<file path="src/bbx_pkg.sv">
`default_nettype none
package bbx_pkg;
	localparam int DATA_W = 16;
	localparam int ADDR_W = 4;
	localparam int FIFO_DEPTH = 8;
	localparam int LATENCY = 5;
	localparam int ISSUE_INTERVAL = 0;
	localparam logic [ADDR_W-1:0] IDX_RESET = 4'h0;
	localparam logic [ADDR_W-1:0] IDX_STEP = 4'h1;
	localparam logic [DATA_W-1:0] DATA_RESET = 16'h0000;
	typedef enum logic [2:0]
	{
		ST_IDLE = 3'b000,
		ST_READ = 3'b001,
		ST_WAIT = 3'b010,
		ST_CALC = 3'b011,
		ST_PUSH = 3'b100,
		ST_DONE = 3'b101
	} bbx_state_t;
endpackage : bbx_pkg
`default_nettype wire

</file>
<file path="src/bbx_stream_if.sv">
`timescale 1ns/1ps
`default_nettype none
interface bbx_stream_if #(parameter int WIDTH = 16);
	logic [WIDTH-1:0] data;
	logic valid;
	logic ready;
	modport src (output data, output valid, input ready);
	modport snk (input data, input valid, output ready);
endinterface : bbx_stream_if
`default_nettype wire

</file>
<file path="src/bbx_core.sv">
`timescale 1ns/1ps
`default_nettype none
module bbx_core
	import bbx_pkg::*;
(
	input wire logic clock_i,
	input wire logic reset_i,
	input wire logic advance_i,
	input wire logic launch_request_i,
	input wire logic proceed_ack_i,
	output logic inactive_flag_o,
	output logic accept_next_flag_o,
	output logic finish_flag_o,
	input wire logic [DATA_W-1:0] addend_i,
	output logic [DATA_W-1:0] sum_o,
	output logic sum_vld_o,
	input wire logic [DATA_W-1:0] acc_i,
	output logic [DATA_W-1:0] acc_o,
	output logic acc_vld_o,
	input wire logic in_empty_n_i,
	output logic in_read_o,
	input wire logic [DATA_W-1:0] in_data_i,
	input wire logic out_full_n_i,
	output logic out_write_o,
	output logic [DATA_W-1:0] out_data_o,
	output logic [ADDR_W-1:0] sp_addr_o,
	output logic sp_ce_o,
	output logic sp_we_o,
	output logic [DATA_W-1:0] sp_wdata_o,
	input wire logic [DATA_W-1:0] sp_rdata_i,
	output logic [ADDR_W-1:0] dp_addr_o,
	output logic dp_ce_o,
	output logic dp_we_o,
	output logic [DATA_W-1:0] dp_wdata_o,
	input wire logic [DATA_W-1:0] dp_rdata_i,
	output logic [ADDR_W-1:0] dp_addr_snd_o,
	output logic dp_ce_snd_o,
	output logic dp_we_snd_o,
	output logic [DATA_W-1:0] dp_wdata_snd_o,
	input wire logic [DATA_W-1:0] dp_rdata_snd_i
);
	bbx_state_t state_reg;
	bbx_state_t state_next;
	logic [ADDR_W-1:0] idx_reg;
	logic [DATA_W-1:0] word_reg;
	logic [DATA_W-1:0] result_reg;
	logic take_word;
	logic push_fire;
	logic [DATA_W-1:0] acc_next;

	bbx_stream_if #(.WIDTH(DATA_W)) push_if ();
	bbx_stream_if #(.WIDTH(DATA_W)) pop_if ();

	bbx_fifo #(.WIDTH(DATA_W), .DEPTH(FIFO_DEPTH)) u_fifo (
		.clock_i(clock_i),
		.reset_i(reset_i),
		.wr(push_if.snk),
		.rd(pop_if.src)
	);

	////////////////////////////////////////////////////////////////////////
	// Decoding shared by several ports
	////////////////////////////////////////////////////////////////////////
	// Memory ports open on a fetch or on a write-back
	function automatic logic port_enable(input logic fetch, input logic store);
		port_enable = fetch || store;
	endfunction : port_enable

	function automatic logic stream_space(input logic have_word, input logic has_room);
		stream_space = have_word && has_room;
	endfunction : stream_space

	////////////////////////////////////////////////////////////////////////
	// Sequencer
	////////////////////////////////////////////////////////////////////////
	assign take_word = (state_reg == ST_READ) && in_empty_n_i;
	// Full FIFO holds the block in the push state
	assign push_fire = (state_reg == ST_PUSH) && push_if.ready;
	assign acc_next = acc_i + result_reg;

	always_comb
	begin
		state_next = state_reg;
		case (state_reg)
			ST_IDLE: if (launch_request_i) state_next = ST_READ;
			ST_READ: if (in_empty_n_i) state_next = ST_WAIT;
			ST_WAIT: state_next = ST_CALC;
			ST_CALC: state_next = ST_PUSH;
			ST_PUSH: if (push_if.ready) state_next = ST_DONE;
			// A second launch is refused until the finish is acknowledged
			ST_DONE: if (proceed_ack_i) state_next = ST_IDLE;
			default: state_next = ST_IDLE;
		endcase
	end

	always_ff @(posedge clock_i or posedge reset_i)
	begin
		if (reset_i)
			state_reg <= ST_IDLE;
		else if (advance_i)
			state_reg <= state_next;
	end

	always_ff @(posedge clock_i or posedge reset_i)
	begin
		if (reset_i)
		begin
			inactive_flag_o <= 1'b1;
			accept_next_flag_o <= 1'b0;
			finish_flag_o <= 1'b0;
		end
		else if (advance_i)
		begin
			inactive_flag_o <= (state_next == ST_IDLE);
			accept_next_flag_o <= (state_reg == ST_IDLE) && launch_request_i;
			finish_flag_o <= (state_next == ST_DONE);
		end
	end

	always_ff @(posedge clock_i or posedge reset_i)
	begin
		if (reset_i)
			idx_reg <= IDX_RESET;
		else if (advance_i && push_fire)
			idx_reg <= idx_reg + IDX_STEP;
	end

	////////////////////////////////////////////////////////////////////////
	// Input stream and datapath
	////////////////////////////////////////////////////////////////////////
	// Head word is captured as the pop is issued; the head is stable until then
	always_ff @(posedge clock_i or posedge reset_i)
	begin
		if (reset_i)
		begin
			in_read_o <= 1'b0;
			word_reg <= DATA_RESET;
		end
		else if (advance_i)
		begin
			in_read_o <= take_word;
			if (take_word)
				word_reg <= in_data_i;
		end
	end

	always_ff @(posedge clock_i or posedge reset_i)
	begin
		if (reset_i)
			result_reg <= DATA_RESET;
		else if (advance_i && state_reg == ST_CALC)
			result_reg <= word_reg + addend_i + sp_rdata_i + dp_rdata_i + dp_rdata_snd_i;
	end

	////////////////////////////////////////////////////////////////////////
	// Memories: read while fetching, write back on push
	////////////////////////////////////////////////////////////////////////
	always_ff @(posedge clock_i or posedge reset_i)
	begin
		if (reset_i)
		begin
			sp_addr_o <= IDX_RESET;
			sp_ce_o <= 1'b0;
			sp_we_o <= 1'b0;
			sp_wdata_o <= DATA_RESET;
		end
		else if (advance_i)
		begin
			sp_ce_o <= port_enable(take_word, push_fire);
			sp_we_o <= push_fire;
			if (take_word)
				sp_addr_o <= idx_reg;
			if (push_fire)
				sp_wdata_o <= result_reg;
		end
	end

	always_ff @(posedge clock_i or posedge reset_i)
	begin
		if (reset_i)
		begin
			dp_addr_o <= IDX_RESET;
			dp_ce_o <= 1'b0;
			dp_we_o <= 1'b0;
			dp_wdata_o <= DATA_RESET;
			dp_addr_snd_o <= IDX_RESET;
			dp_ce_snd_o <= 1'b0;
			dp_we_snd_o <= 1'b0;
			dp_wdata_snd_o <= DATA_RESET;
		end
		else if (advance_i)
		begin
			dp_ce_o <= port_enable(take_word, push_fire);
			dp_we_o <= push_fire;
			dp_ce_snd_o <= port_enable(take_word, push_fire);
			dp_we_snd_o <= push_fire;
			if (take_word)
			begin
				dp_addr_o <= idx_reg;
				dp_addr_snd_o <= idx_reg + IDX_STEP;
			end
			if (push_fire)
			begin
				dp_wdata_o <= result_reg;
				dp_wdata_snd_o <= acc_next;
			end
		end
	end

	////////////////////////////////////////////////////////////////////////
	// Strobed arguments
	////////////////////////////////////////////////////////////////////////
	always_ff @(posedge clock_i or posedge reset_i)
	begin
		if (reset_i)
		begin
			sum_o <= DATA_RESET;
			sum_vld_o <= 1'b0;
			acc_o <= DATA_RESET;
			acc_vld_o <= 1'b0;
		end
		else if (advance_i)
		begin
			sum_vld_o <= push_fire;
			acc_vld_o <= push_fire;
			if (push_fire)
			begin
				sum_o <= result_reg;
				acc_o <= acc_next;
			end
		end
	end

	////////////////////////////////////////////////////////////////////////
	// Output stream through the FIFO
	////////////////////////////////////////////////////////////////////////
	assign push_if.valid = (state_reg == ST_PUSH) && advance_i;
	assign push_if.data = result_reg;
	assign pop_if.ready = advance_i && out_full_n_i;

	// Registered write needs one word of slack after full_n drops
	always_ff @(posedge clock_i or posedge reset_i)
	begin
		if (reset_i)
		begin
			out_write_o <= 1'b0;
			out_data_o <= DATA_RESET;
		end
		else if (advance_i)
		begin
			out_write_o <= stream_space(pop_if.valid, out_full_n_i);
			if (stream_space(pop_if.valid, out_full_n_i))
				out_data_o <= pop_if.data;
		end
	end

	////////////////////////////////////////////////////////////////////////
	// Checks
	////////////////////////////////////////////////////////////////////////
	logic [7:0] run_cnt_reg;

	always_ff @(posedge clock_i or posedge reset_i)
	begin
		if (reset_i)
			run_cnt_reg <= 8'h00;
		else if (advance_i && state_reg == ST_IDLE && launch_request_i)
			run_cnt_reg <= 8'h01;
		else if (advance_i && state_reg != ST_IDLE && state_reg != ST_DONE && run_cnt_reg != 8'hff)
			run_cnt_reg <= run_cnt_reg + 8'h01;
	end

	logic wait_seen_reg;

	// Exact latency only holds for a run that never waited on data or space
	always_ff @(posedge clock_i or posedge reset_i)
	begin
		if (reset_i)
			wait_seen_reg <= 1'b0;
		else if (advance_i && state_reg == ST_IDLE && launch_request_i)
			wait_seen_reg <= 1'b0;
		else if (advance_i && ((state_reg == ST_READ && !in_empty_n_i) ||
			(state_reg == ST_PUSH && !push_if.ready)))
			wait_seen_reg <= 1'b1;
	end
endmodule : bbx_core
`default_nettype wire

</file>
<file path="src/bbx_fifo.sv">
`timescale 1ns/1ps
`default_nettype none
module bbx_fifo #(
	parameter int WIDTH = 16,
	parameter int DEPTH = 8
) (
	input wire logic clock_i,
	input wire logic reset_i,
	bbx_stream_if.snk wr,
	bbx_stream_if.src rd
);
	localparam int PTR_W = $clog2(DEPTH);
	logic [WIDTH-1:0] mem_arr [DEPTH];
	logic [PTR_W:0] wr_ptr_reg;
	logic [PTR_W:0] rd_ptr_reg;
	logic empty;
	logic full;

	// Extra pointer bit tells full from empty without a counter
	assign empty = (wr_ptr_reg == rd_ptr_reg);
	assign full = (wr_ptr_reg[PTR_W] != rd_ptr_reg[PTR_W]) &&
		(wr_ptr_reg[PTR_W-1:0] == rd_ptr_reg[PTR_W-1:0]);
	assign wr.ready = !full;
	assign rd.valid = !empty;
	assign rd.data = mem_arr[rd_ptr_reg[PTR_W-1:0]];

	always_ff @(posedge clock_i)
	begin
		if (wr.valid && !full)
			mem_arr[wr_ptr_reg[PTR_W-1:0]] <= wr.data;
	end

	always_ff @(posedge clock_i or posedge reset_i)
	begin
		if (reset_i)
			wr_ptr_reg <= '0;
		else if (wr.valid && !full)
			wr_ptr_reg <= wr_ptr_reg + 1'b1;
	end

	always_ff @(posedge clock_i or posedge reset_i)
	begin
		if (reset_i)
			rd_ptr_reg <= '0;
		else if (rd.ready && !empty)
			rd_ptr_reg <= rd_ptr_reg + 1'b1;
	end
endmodule : bbx_fifo
`default_nettype wire

</file>
<file path="config.mk">
export PLATFORM = sky130hd
export DESIGN_NAME = bbx_core
export DESIGN_NICKNAME = d
export VERILOG_FILES = /design/src/bbx_pkg.sv /design/src/bbx_stream_if.sv /design/src/bbx_core.sv /design/src/bbx_fifo.sv
export SDC_FILE = /design/constraint.sdc
export NUM_CORES = 1
export LEC_CHECK = 0
export BUFFER_PORTS_ARGS = -buffer_cell sky130_fd_sc_hd__buf_2
export CAP_MARGIN = 40
export CORE_MARGIN = 2
export CORE_UTILIZATION = 45
export CTS_CLUSTER_DIAMETER = 30
export DETAILED_ROUTE_END_ITERATION = 10
export HOLD_SLACK_MARGIN = 0.06
export PLACE_DENSITY = 0.66
export REMOVE_ABC_BUFFERS = 1
export SLEW_MARGIN = 30
export SYNTH_ARGS = -nofsm -noshare
export SYNTH_HDL_FRONTEND = slang
export SYNTH_SLANG_ARGS = --single-unit
</file>
<file path="constraint.sdc">
create_clock -name clock_i -period 3.1 [get_ports clock_i]
set_input_delay 0.155 -clock clock_i [delete_from_list [all_inputs] [get_ports clock_i]]
set_output_delay 0.155 -clock clock_i [all_outputs]
set_load 0.005 [all_outputs]
</file>
# After elaboration in Yosys (flattened, before gate mapping)
# Memories as Yosys holds them, arrays and structs flattened. A register that Yosys moved wholly into a read port is not among the register bits.
# Cells that the tools add are included.
[op_classes]
n_bitwise = 0
div = 0
shifts = 0
n_addsub = 8
n_mux = 7
n_lt_le_gt_ge = 0
n_reduce_logical = 19
n_eq_ne = 9
multipliers = 0
[op_table]
columns = ["operator", "n"]
rows = [
  ["adder 16 bit", 5],
  ["one-hot mux 3 bit (6 select lines)", 1],
  ["adder 4 x 1 -> 4 bit (second input constant)", 3],
  ["two-way mux 3 bit", 4],
  ["logical AND 1 bit", 11],
  ["equality test 3 bit (second input constant)", 3],
  ["equality test 3 x 2 -> 1 bit (second input constant)", 2],
  ["zero test 3 bit", 2],
  ["AND reduction 2 bit", 3],
  ["equality test 4 bit", 1],
  ["equality test 3 x 1 -> 1 bit (second input constant)", 1],
  ["equality test 3 bit", 1],
  ["zero test 1 bit", 2],
  ["two-way mux 1 bit", 2],
  ["logical OR 1 bit", 1],
  ["inequality test 1 bit", 1],
]
[totals]
reg_bits = 94
in_bits = 103
elab_cells = 61
romBits = 0
mem_bits_rw = 128
latchBits = 0
n_memories = 1
[mem_list]
columns = ["name", "depth", "width", "read_ports", "rd_clocked_by_memory_dff", "write_ports", "line", "text"]
rows = [
  ["u_fifo.mem_arr", 8, 16, 1, 1, 1, "bbx_fifo.sv:13", "logic [WIDTH-1:0] mem_arr [DEPTH];"],
]

# Longest topological paths before layout
# Gate-level depths: netlist of the first run.
[depth]
ltp_word = 6
depth_mapped = 15

# Cells and area by module
# From an unflattened synthesis of the first run, not the netlist that was laid out.
[unflattened]
cells_unflattened = 989
area_unflattened_um2 = 12557.0
[by_module_without_submodules]
columns = ["module", "cells_each", "seq_area_each_um2", "area_each_um2", "instances"]
rows = [
  ["bbx_core", 747, 2553.7, 7119.3, 1],
  ["bbx_fifo", 242, 4043.9, 5437.7, 1],
]

# Least setup slack after synthesis of the first run
# No wires, ideal clock.
[synth_timing]
kind = "input to register"
start = "in addend_i[1]"
end = "reg result_reg[15] (netlist: push_if.data[15])"
stages = 15
slack_ns = -0.344
arrival_ns = 3.311
path_buffers = 0
cell_sequence = "inv_1 fa_1 fa_1 fa_1 inv_1 ha_1 inv_1 fa_1 nor2b_4 o31a_1 o22ai_2 a21oi_2 o41a_1 xnor2_1 o21ai_1"
[synth_via]
elab_chain_cells = 4
[synth_lines]
columns = ["element", "line", "text"]
rows = [
  ["start: declaration", "bbx_core.sv:14", "input wire logic [DATA_W-1:0] addend_i,"],
  ["adder 16 bit (4 in series)", "bbx_core.sv:152", "result_reg <= word_reg + addend_i + sp_rdata_i + dp_rdata_i + dp_rdata_snd_i;"],
  ["end signal: assignment", "bbx_core.sv:152", ""],
  ["end: declaration", "bbx_core.sv:46", "logic [DATA_W-1:0] result_reg;"],
]
# No other way between the ends.
# A chain may end at the register's enable or synchronous reset.

# Worst setup path in the final report of the first run
[layout_timing]
start = "in addend_i[2]"
end = "reg result_reg[15] (netlist: push_if.data[15])"
# The elaborated chain is that of the path after synthesis.

==> results of run 1 <==
per-stage QoR:
step,power (mW),hold WS (ps),area (um2)
2_1_floorplan,8.91,229,11700
3_3_place_gp,11.2,358,13700
3_5_place_dp,11.4,362,13700
4_1_cts,16.7,79.3,15600
5_1_grt,17.8,125,15700
6_report,16.6,95.5,15700
critical path, delay by kind of cell:
family	cells	cell delay [ps]
buf+inv	5	360
compound gates	5	1010
simple gates	1	50
xor+xnor	1	170
fa+ha+maj	4	1760
logic make-up (layout without fill, tap and decap cells):
kind of cell	Yosys count	in the layout
buffers and inverters	239	545
flip-flops	238	238
AND/OR/NAND/NOR	166	166
AO/OA/AOI/OAI	137	137
adder cells (fa/ha/maj)	79	79
multiplexers	74	74
XOR/XNOR	47	47
other	0	1
cell usage after synthesis, types with 2 or more instances:
master	number
a2111oi_2	2
a211o_1	4
a211oi_1	4
a21boi_0	2
a21o_1	8
a21oi_1	37
a31oi_1	3
and2_1	3
and3_1	2
buf_1	2
buf_2	16
buf_4	62
buf_6	2
clkbuf_1	11
dfrtp_1	109
edfxtp_1	128
fa_1	45
ha_1	34
inv_1	146
mux2_1	2
mux2_2	24
mux2i_1	16
mux4_2	32
nand2_1	102
nand2b_1	4
nand3_1	5
nand4_1	4
nor2_1	28
nor2b_1	2
nor3_1	4
nor3b_1	2
o2111ai_1	2
o211ai_1	6
o21a_1	6
o21ai_0	29
o21ai_1	21
o31a_1	2
xnor2_1	28
xor2_1	18
routing by layer:
layer	GRT usage (%)	vias up	part of all wire, %
li1	-	3827	-
met1	22.6	3829	41
met2	33.1	205	52
met3	3.85	38	5.0
met4	4.98	2	1.6
met5	0	-	0.050
how the worst max path moves through the flow:
stage | cells past startpoint | start | slack [ps] | endpoint
after floorplan | 6 | u_fifo.rd_ptr_reg[0] | -1710 | u_fifo.mem_arr[2][0]
after global placement | 16 | addend_i[2] | -510 | push_if.data[14]
after detailed placement | 16 | addend_i[1] | -580 | push_if.data[15]
after CTS | 16 | addend_i[1] | 6 | push_if.data[15]
after global routing | 16 | addend_i[2] | -100 | push_if.data[15]
final | 16 | addend_i[2] | 20 | push_if.data[15]
final cells by class:
cell class | instances | area [um2]
Antenna cell | 1 | 2.50
Clock buffer | 58 | 1320
Clock inverter | 37 | 354
Fill cell | 2198 | 11100
Inverter | 146 | 551
Multi-Input combinational cell | 503 | 4630
Sequential cell | 238 | 6600
Tap cell | 341 | 427
Timing Repair Buffer | 304 | 1840
cells in the final DEF, fill, tap and decap left out, drive strengths merged, types with 25 or more instances in the layout:
| master | count |
|---|---|
| o21ai | 50 |
| mux4 | 32 |
| dlygate4sd3 | 25 |
| xnor2 | 29 |
| dfrtp | 109 |
| fa | 45 |
| a21oi | 38 |
| ha | 34 |
| clkbuf | 58 |
| mux2 | 26 |
| buf | 279 |
| edfxtp | 128 |
| nor2 | 28 |
| nand2 | 104 |
| inv | 155 |
where the power goes:
part | switching (mW) | leakage [nW] | total, mW | internal (mW)
registers | 0.843 | 2.52 | 5.09 | 4.25
logic | 3.06 | 3.99 | 6.38 | 3.32
clock network | 1.76 | 0.820 | 5.18 | 3.42
total | 5.66 | 7.33 | 16.6 | 11.0
timing repair:
| item | 4_1_cts | 5_1_grt |
|---|---|---|
| endpoints found under the hold margin | 82 | 0 |
| setup endpoints to repair | 2 | 5 |
| pin swaps | 2 | 17 |
| setup buffers | 0 | 0 |
| hold buffers | 25 | 0 |
| resized for setup | 1 | 14 |
==> key figures, run 1 <==
Outcome
  – Status: finished clean

Power
  – P per Cell Area: 1060 mW/mm2
  – Pleak: 7.33 nW
  – VDD IR max: 0.000602 V

Route
  – WL per Instance: 15.9 um
  – 1st-pass router iterations: 4
  – Routed wire length: 25.9 mm
  – Via count: 7901
  – # DRC: 0
  – 1st-iter DRT viols: 400
  – Routed Antenna Nets: 0
  – Via density per instance: 4.85

Synthesis
  – Post-synthesis simple-gate area fraction: 6.08%
  – Mux contribution to synthesized area: 9.55%
  – Yosys warns: 0
  – Netlist Area Pre-Place: 0.0123 mm2
  – Post-Synth XOR/XNOR Area: 3.41%
  – Number of distinct library cells after synthesis: 62
  – Largest family of logic cells by synthesized area: adder cells
  – #FFs+latches synth: 238
  – Post-synth ARST share: 46.2%
  – Cell taking the most area after synthesis: edfxtp_1
  – Top cell type's share of synthesized area: 31.3%
  – Average size of a mapped cell: 12.5 um2
  – Top FF cell, synth: edfxtp_1
  – Largest cells by area after synthesis: edfxtp_1 31%, dfrtp_1 22%, fa_1 7.3%
  – Mapped Cells: 980
  – Adder-Cell Fraction of Synth Area: 10.8%
  – EDFF count, synth: 128
  – Synth Area in Compound Gates: 7.04%
  – Seq/Total Area, Yosys: 53.7%

Clock tree
  – CTS clock-pin slew for the worst setup and hold paths: 50 ps
  – Htree depth: 2
  – CTS buffer count: 51
  – CTS tree: yes
  – Skew-Pair Late Insertion Delay: 550 ps
  – Worst-case clock buffer depth: 3
  – CTS Sinks: 238
  – Root buf cell: clkbuf_16

Timing
  – Setup TNS: 0 ps
  – Rel. slew slack: 53.5%
  – Setup WS post-layout: 16.7 ps
  – Period minus WS final: 3080 ps
  – Tightest Pin Transition: 696 ps
  – Clk_skew: 28.3 ps
  – Max Slew Vio Count: 0
  – Crit share post-route: 99.5%
  – RSZ-0062 raised after global routing: true
  – Endpoints failing setup: 0
  – Max frequency: 324 MHz
  – Fin. Hold Viols: 0

Floorplan
  – Die Y: 169 um
  – Io pins: 224
  – CORE AREA: 0.0269 mm2
  – Number of cell rows: 60
  – Die W: 169 um
  – Die Area: 0.0287 mm2
  – Initial Util: 45.7%

Placed design
  – HPWL after DPL: 17.9 mm
  – RePlAce Congestion: 0.767
  – Placed cells: 1506
  – Pre-CTS setup slack: -585 ps
  – Number of port buffers: 223

Layout
  – Share of layout cells above drive strength 1: 35.2%
  – Final core utilization: 58.5%
  – Finished Layout Cells: 1628
  – Area growth syn-to-layout: 27.9%
  – Max FFs per register: 128
  – Final Net Count: 1426

Critical path
  – CP Capture Type: flip-flop
  – Worst-path cell chain: buf_2, inv_1, fa_1, inv_1, fa_1, inv_1, fa_1, buf_4, fa_2, nor2b_4, o31a_1, o22ai_2, a21oi_2, o41a_1, xnor2_1, o21ai_1
  – CP Max Fanout: 3
  – R2R cell count: 13
  – Worst path max stage delay: 530 ps
  – Capturing point of the worst reg2reg path: push_if.data[15]
  – WP data required: 3520 ps
  – CP max stage cell: fa_1
  – Worst r2r src: word_reg[1]
  – Crit start category: primary input
  – Reg-to-reg setup timing slack: 330 ps
  – Arr. time, crit path: 3500 ps
  – Crit Path Class: in -> reg

Global route
  – GRT Overall Usage: 18.4%
  – Initial antenna violation count: 2
  – Largest net degree at the start of global routing: 58
  – Vias in the first global route: 8256
  – Grt ovf: 0
  – First-pass GRT wire length: 41.2 mm

Min path
  – Worst Hold Class: in -> async

Flow run
  – # Max-Cap Violations: 0
Power figures use the tool's default switching activity.
==> inputs of run 2 (changes only) <==
--- a/config.mk
+++ b/config.mk
@@ -7,11 +7,13 @@
 export LEC_CHECK = 0
 export BUFFER_PORTS_ARGS = -buffer_cell sky130_fd_sc_hd__buf_2
 export CAP_MARGIN = 40
+export CORE_ASPECT_RATIO = 1.5
 export CORE_MARGIN = 2
 export CORE_UTILIZATION = 45
 export CTS_CLUSTER_DIAMETER = 30
 export DETAILED_ROUTE_END_ITERATION = 10
 export HOLD_SLACK_MARGIN = 0.06
+export MAX_ROUTING_LAYER = met4
 export PLACE_DENSITY = 0.66
 export REMOVE_ABC_BUFFERS = 1
 export SLEW_MARGIN = 30
==> run 2 against run 1 <==
  * Register-to-register slack better by 30 ps
  * Routed wire length down 2.2%
  * Utilization down 2.4 points
  * Critical endpoint unchanged
==> key figures, run 2 (same netlist as run 1, synthesis figures left out) <==
Outcome
  – Status: finished clean

Floorplan
  – Io pins: 224 (unchanged)
  – Die Area: 0.0287 mm2 (about the same)
  – CORE AREA: 0.0270 mm2 (+0.60%)
  – Number of cell rows: 74 (+23%)
  – Initial Util: 45.5% (-0.27 points)
  – Die W: 139 um (-18%)
  – Die Y: 206 um (+22%)

Layout
  – Commonest cells after routing, fill and taps aside: 222 x buf_2, 142 x inv_1, 128 x edfxtp_1
  – Final Net Count: 1397 (-2.0%)
  – Max FFs per register: 128 (unchanged)
  – Area growth syn-to-layout: 23.5%
  – Finished Layout Cells: 1591 (-2.3%)
  – Share of layout cells above drive strength 1: 34.1% (-1.1 points)
  – FILL cells: 2274 (+3.5%)
  – Most common cell after layout, fill and taps aside: buf_2

Critical path
  – Worst-path cell chain: buf_6, inv_2, fa_1, fa_1, fa_1, inv_1, ha_2, inv_2, fa_2, nor2b_4, o31a_1, o22ai_2, a21oi_2, o41a_1, xnor2_1, o21ai_1
  – R2R cell count: 13 (unchanged)
  – Capturing point of the worst reg2reg path: push_if.data[15]
  – CP Max Fanout: 3 (unchanged)
  – Crit start category: primary input
  – CP Launch Point: addend_i[1]
  – Arr. time, crit path: 3420 ps (-80 ps)
  – Crit Path Class: in -> reg
  – Worst setup path end: push_if.data[15]
  – Worst r2r src: word_reg[1]
  – Most frequent CP cell: fa_1
  – CP max stage cell: fa_1
  – Reg-to-reg setup timing slack: 360 ps (+30 ps)
  – WP data required: 3480 ps (-40 ps)
  – Worst path max stage delay: 540 ps (about the same)
  – CP Capture Type: flip-flop

Placed design
  – Pre-CTS setup slack: -604 ps (-19.7 ps)
  – Number of port buffers: 223 (unchanged)
  – RePlAce Congestion: 0.842 (+9.8%)
  – HPWL after DPL: 17.8 mm (-0.68%)
  – Placed cells: 1496 (-0.66%)

Timing
  – Period minus WS final: 3040 ps (-39.4 ps)
  – Fin Hold WS: 84.3 ps (-11.2 ps)
  – Clk_skew: 22.9 ps (-5.36 ps)
  – Max Slew Vio Count: 0 (unchanged)
  – Endpoints failing setup: 0 (unchanged)
  – Setup TNS: 0 ps (unchanged)
  – Fin. Hold Viols: 0 (unchanged)
  – Rel. slew slack: 51.2% (-2.3 points)
  – Max frequency: 329 MHz (+1.3%)
  – Crit share post-route: 98.2% (-1.3 points)
  – Tightest Pin Transition: 730 ps (+34.2 ps)
  – RSZ-0062 raised after global routing: true
  – Setup WS post-layout: 56.1 ps (+39.4 ps)

Min path
  – Worst Hold Class: in -> reg

Route
  – Routed wire length: 25.3 mm (-2.2%)
  – Via count: 7820 (-1.0%)
  – WL per Instance: 15.9 um (about the same)
  – 1st-pass router iterations: 4 (unchanged)
  – 1st-iter DRT viols: 279 (-30%)
  – Via density per instance: 4.92 (+1.3%)
  – Routed Antenna Nets: 0 (unchanged)
  – # DRC: 0 (unchanged)

Global route
  – Met2 Usage GRT: 34.8% (+1.7 points)
  – First-pass GRT wire length: 40.1 mm (-2.8%)
  – GRT Overall Usage: 18.3% (-0.073 points)
  – Grt ovf: 0 (unchanged)
  – Most used routing layer: met2
  – Vias in the first global route: 8116 (-1.7%)
  – GRT met1 Usage: 19.3% (-3.3 points)
  – Largest net degree at the start of global routing: 74 (+28%)
  – Initial antenna violation count: 5 (+3)
  – GR met3 Demand/Resource: 3.48% (-0.37 points)

Power
  – P per Cell Area: 1020 mW/mm2 (-3.6%)
  – VDD IR max: 0.000735 V (+22%)
  – Pleak: 7.05 nW (-3.8%)

Clock tree
  – Htree depth: 2 (unchanged)
  – CTS buffer count: 37 (-27%)
  – CTS tree: yes
  – Skew-Pair Late Insertion Delay: 520 ps (-30 ps)
  – CTS Sinks: 238 (unchanged)
  – CTS clock-pin slew for the worst setup and hold paths: 50 ps (about the same)
  – Worst-case clock buffer depth: 3 (unchanged)
  – Root buf cell: clkbuf_16

Flow run
  – # Max-Cap Violations: 0 (unchanged)
==> run 2: changes by cell type in the layout (fill, tap and decap cells not counted), sizes merged <==
cell and delta:
clkinv -12, diode +4, inv -1, dlygate4sd3 -4, buf -11, clkbuf -16, clkinvlp +3, bufinv -1
==> run 2: stage by stage <==
stage	instance area, um2	power, mW	utilization [%]
after floorplan	11700	8.91	-
after global placement	13600	11.1	50.3
after detailed placement	13600	11.2	50.3
after CTS	15100	15.5	55.9
after global routing	15200	16.7	56.2
final	15200	15.5	56.2
==> run 2: worst max-delay path, delay by kind of cell <==
kind                     cells  cell delay (ps)
adder cells (fa/ha/maj)      5             1900
buffers and inverters        4              190
XOR/XNOR                     1              140
AO/OA/AOI/OAI                5              990
AND/OR/NAND/NOR              1               50
==> run 2: worst min-delay path by stage <==
stage,slack (ps),depth (start not counted),startpoint,endpoint
floorplan,230,1,advance_i,inactive_flag_o
global placement,240,2,reset_i,sum_o[15]
detailed placement,240,2,reset_i,sum_o[15]
CTS,70,4,in_empty_n_i,inactive_flag_o
global route,120,5,proceed_ack_i,finish_flag_o
finish,80,4,in_empty_n_i,inactive_flag_o
==> run 2: timing repair <==
item                       in CTS  in global routing
hold endpoints to repair       62                  0
hold buffers                   21                  0
setup endpoints to repair       4                  7
gates resized for setup         1                 13
pin swaps                       3                  5
setup buffers                   0                  1
==> run 2: power breakdown <==
group	switching (mW)	internal, mW	leakage [nW]
registers	0.814	4.24	2.52
logic	3.04	3.19	3.91
clock network	1.56	2.65	0.619
total	5.41	10.1	7.05
==> run 2: final cells by class <==
cell class	instances	area [um2]	share of cell area, %
well taps	342	428	2.82
diodes	5	12.5	0.0824
repair buffers	289	1680	11.1
multi-input cells	503	4610	30.4
inverters	146	551	3.63
flip-flops and latches	238	6600	43.5
clock inverters	26	290	1.91
clock buffers	42	1010	6.63
==> run 2: per-layer routing <==
layer	up-vias	routed length (um)
met5	-	0
met4	0	424
met3	31	1080
met2	175	14100
met1	3868	9700
li1	3746	-
==> inputs of run 3 (changes only) <==
--- a/config.mk
+++ b/config.mk
@@ -15,7 +15,6 @@
 export HOLD_SLACK_MARGIN = 0.06
 export MAX_ROUTING_LAYER = met4
 export PLACE_DENSITY = 0.66
-export REMOVE_ABC_BUFFERS = 1
 export SLEW_MARGIN = 30
 export SYNTH_ARGS = -nofsm -noshare
 export SYNTH_HDL_FRONTEND = slang
==> run 3 against run 2 <==
  * The flow now finishes with violations (negative setup slack)
  * Design area up 1.2%
  * First-iteration DRC count up 4.7%
  * Routed wire length up 0.69%
  * Count of clock-buffer cells in the layout up 3
  * Utilization up 0.68 points
  * Clock skew down 4.5 ps
  * Die area unchanged
  * Sequential share of layout area down 0.52 points
  * Worst setup slack worse by 100 ps
  * Maximum frequency down 3.2%
  * Largest power group unchanged
==> key figures, run 3 (same netlist as run 1, synthesis figures left out) <==
Synthesis
  – Synth Net Count: 1162

Clock tree
  – Htree depth: 2 (unchanged)
  – CTS buffer count: 39 (+5.4%)
  – Root buf cell: clkbuf_16
  – CTS Sinks: 238 (unchanged)
  – Skew-Pair Late Insertion Delay: 520 ps (about the same)
  – CTS tree: yes
  – CTS clock-pin slew for the worst setup and hold paths: 50 ps (about the same)
  – Worst-case clock buffer depth: 3 (unchanged)

Timing
  – Max frequency: 318 MHz (-3.2%)
  – Fin. Hold Viols: 0 (unchanged)
  – Max Slew Vio Count: 0 (unchanged)
  – Endpoints failing setup: 1 (+1)
  – Setup WS post-layout: -43.6 ps (-99.7 ps)
  – RSZ-0062 raised after global routing: true
  – Crit share post-route: 101% (+3.2 points)
  – Clk_skew: 18.5 ps (-4.47 ps)
  – Period minus WS final: 3140 ps (+99.7 ps)
  – Rel. slew slack: 55.3% (+4.1 points)
  – Tightest Pin Transition: 671 ps (-59.8 ps)

Floorplan
  – Die Y: 206 um (unchanged)
  – Initial Util: 45.5% (unchanged)
  – Io pins: 224 (unchanged)
  – Die Area: 0.0287 mm2 (unchanged)
  – Number of cell rows: 74 (unchanged)
  – Die W: 139 um (unchanged)
  – CORE AREA: 0.0270 mm2 (unchanged)

Layout
  – Most common cell after layout, fill and taps aside: buf_2
  – Area growth syn-to-layout: 25.0%
  – Commonest cells after routing, fill and taps aside: 221 x buf_2, 137 x inv_1, 128 x edfxtp_1
  – Share of layout cells above drive strength 1: 35.0% (+0.91 points)
  – FILL cells: 2229 (-2.0%)
  – Final Net Count: 1415 (+1.3%)
  – Final core utilization: 56.8% (+0.68 points)
  – Max FFs per register: 128 (unchanged)

Global route
  – First-pass GRT wire length: 41.1 mm (+2.6%)
  – Grt ovf: 0 (unchanged)
  – Vias in the first global route: 8317 (+2.5%)
  – Initial antenna violation count: 3 (-2)
  – GRT Overall Usage: 18.6% (+0.30 points)
  – Largest net degree at the start of global routing: 72 (-2.7%)

Route
  – WL per Instance: 15.9 um (-0.37%)
  – 1st-pass router iterations: 4 (unchanged)
  – # DRC: 0 (unchanged)
  – Routed Antenna Nets: 0 (unchanged)
  – 1st-iter DRT viols: 292 (+4.7%)
  – Via count: 7863 (+0.55%)
  – Via density per instance: 4.89 (-0.51%)
  – Routed wire length: 25.5 mm (+0.69%)

Critical path
  – CP Max Fanout: 2 (-1)
  – Arr. time, crit path: 3520 ps (+100 ps)
  – WP data required: 3480 ps (about the same)
  – Crit Path Class: in -> reg
  – Crit start category: primary input
  – CP Capture Type: flip-flop
  – R2R cell count: 13 (unchanged)

Placed design
  – Number of port buffers: 223 (unchanged)
  – RePlAce Congestion: 0.828 (-1.7%)
  – HPWL after DPL: 18.2 mm (+2.5%)

Power
  – Pleak: 7.16 nW (+1.6%)
  – P per Cell Area: 1030 mW/mm2 (+0.86%)
  – VDD IR max: 0.000489 V (-33%)
  – Final Power: 15.8 mW (+2.1%)

Outcome
  – Failing checks: negative setup slack
  – Status: complete, but fails checks

Min path
  – Worst Hold Class: in -> reg
  – Hold depth: 2 (-2)

Flow run
  – # Max-Cap Violations: 0 (unchanged)
## run 3: worst paths after layout
check,startpoint,slack (ps),to
setup / recovery,addend_i[2],-40,push_if.data[14]
hold / removal,advance_i,70,inactive_flag_o
setup reg to reg,word_reg[1],370,push_if.data[15]
hold reg to reg,inactive_flag_o,470,inactive_flag_o
max in group asynchronous,reset_i,2020,word_reg[2]
min in group asynchronous,reset_i,240,sum_o[13]
## run 3: power breakdown
part / leakage (nW) / total [mW] / switching, mW / internal, mW
sequential: 2.52 / 5.05 / 0.805 / 4.24
clock: 0.648 / 4.32 / 1.62 / 2.70
combinational: 3.99 / 6.45 / 3.12 / 3.33
## run 3: layer usage
metal	wire length (um)	track usage, %
met1	9640	20.1
met4	612	6.49
met3	1250	3.59
met2	14000	34.3
met5	0	-
## run 3: final cells by class
class                      count  area, um2  share of cell area, %
antenna                        3       7.51                 0.0488
tap                          342        428                   2.78
clock inverter                26        265                   1.73
timing repair buffer         305       1830                   11.9
sequential                   238       6600                   42.9
multi-input combinational    503       4610                   30.0
inverter                     146        566                   3.68
clock buffer                  45       1060                   6.91
## run 3: what timing repair did
action | CTS | global route
hold buffers | 22 | 0
pin swaps | 2 | 12
setup endpoints to repair | 2 | 6
setup buffers | 1 | 2
resized for setup | 3 | 11
endpoints found under the hold margin | 58 | 0
## run 3: metrics by stage
| step | std cells | area [um2] | setup WS [ps] | hold WS, ps | TNS, ps |
|---|---|---|---|---|---|
| after detailed placement | 1509 | 13700 | -594 | 260 | -4270 |
| after global routing | 1608 | 15400 | -207 | 80.5 | -763 |
| after CTS | 1603 | 15300 | 2.83 | 62.3 | 0 |
| final | 1608 | 15400 | -43.6 | 68.6 | -43.6 |
| after global placement | 1509 | 13700 | -566 | 243 | -3920 |
| after floorplan | 980 | 12300 | -212 | 306 | -652 |
## run 3: worst max-delay path: stages
cell	delay [ps]
buf_8	80
inv_8	20
fa_1	560
inv_2	40
fa_1	490
inv_2	40
fa_1	560
buf_4	120
inv_2	40
ha_4	210
a211o_1	260
o211ai_1	160
o21ai_2	170
a2111oi_4	290
a21oi_2	100
xnor2_1	150
o21ai_1	80
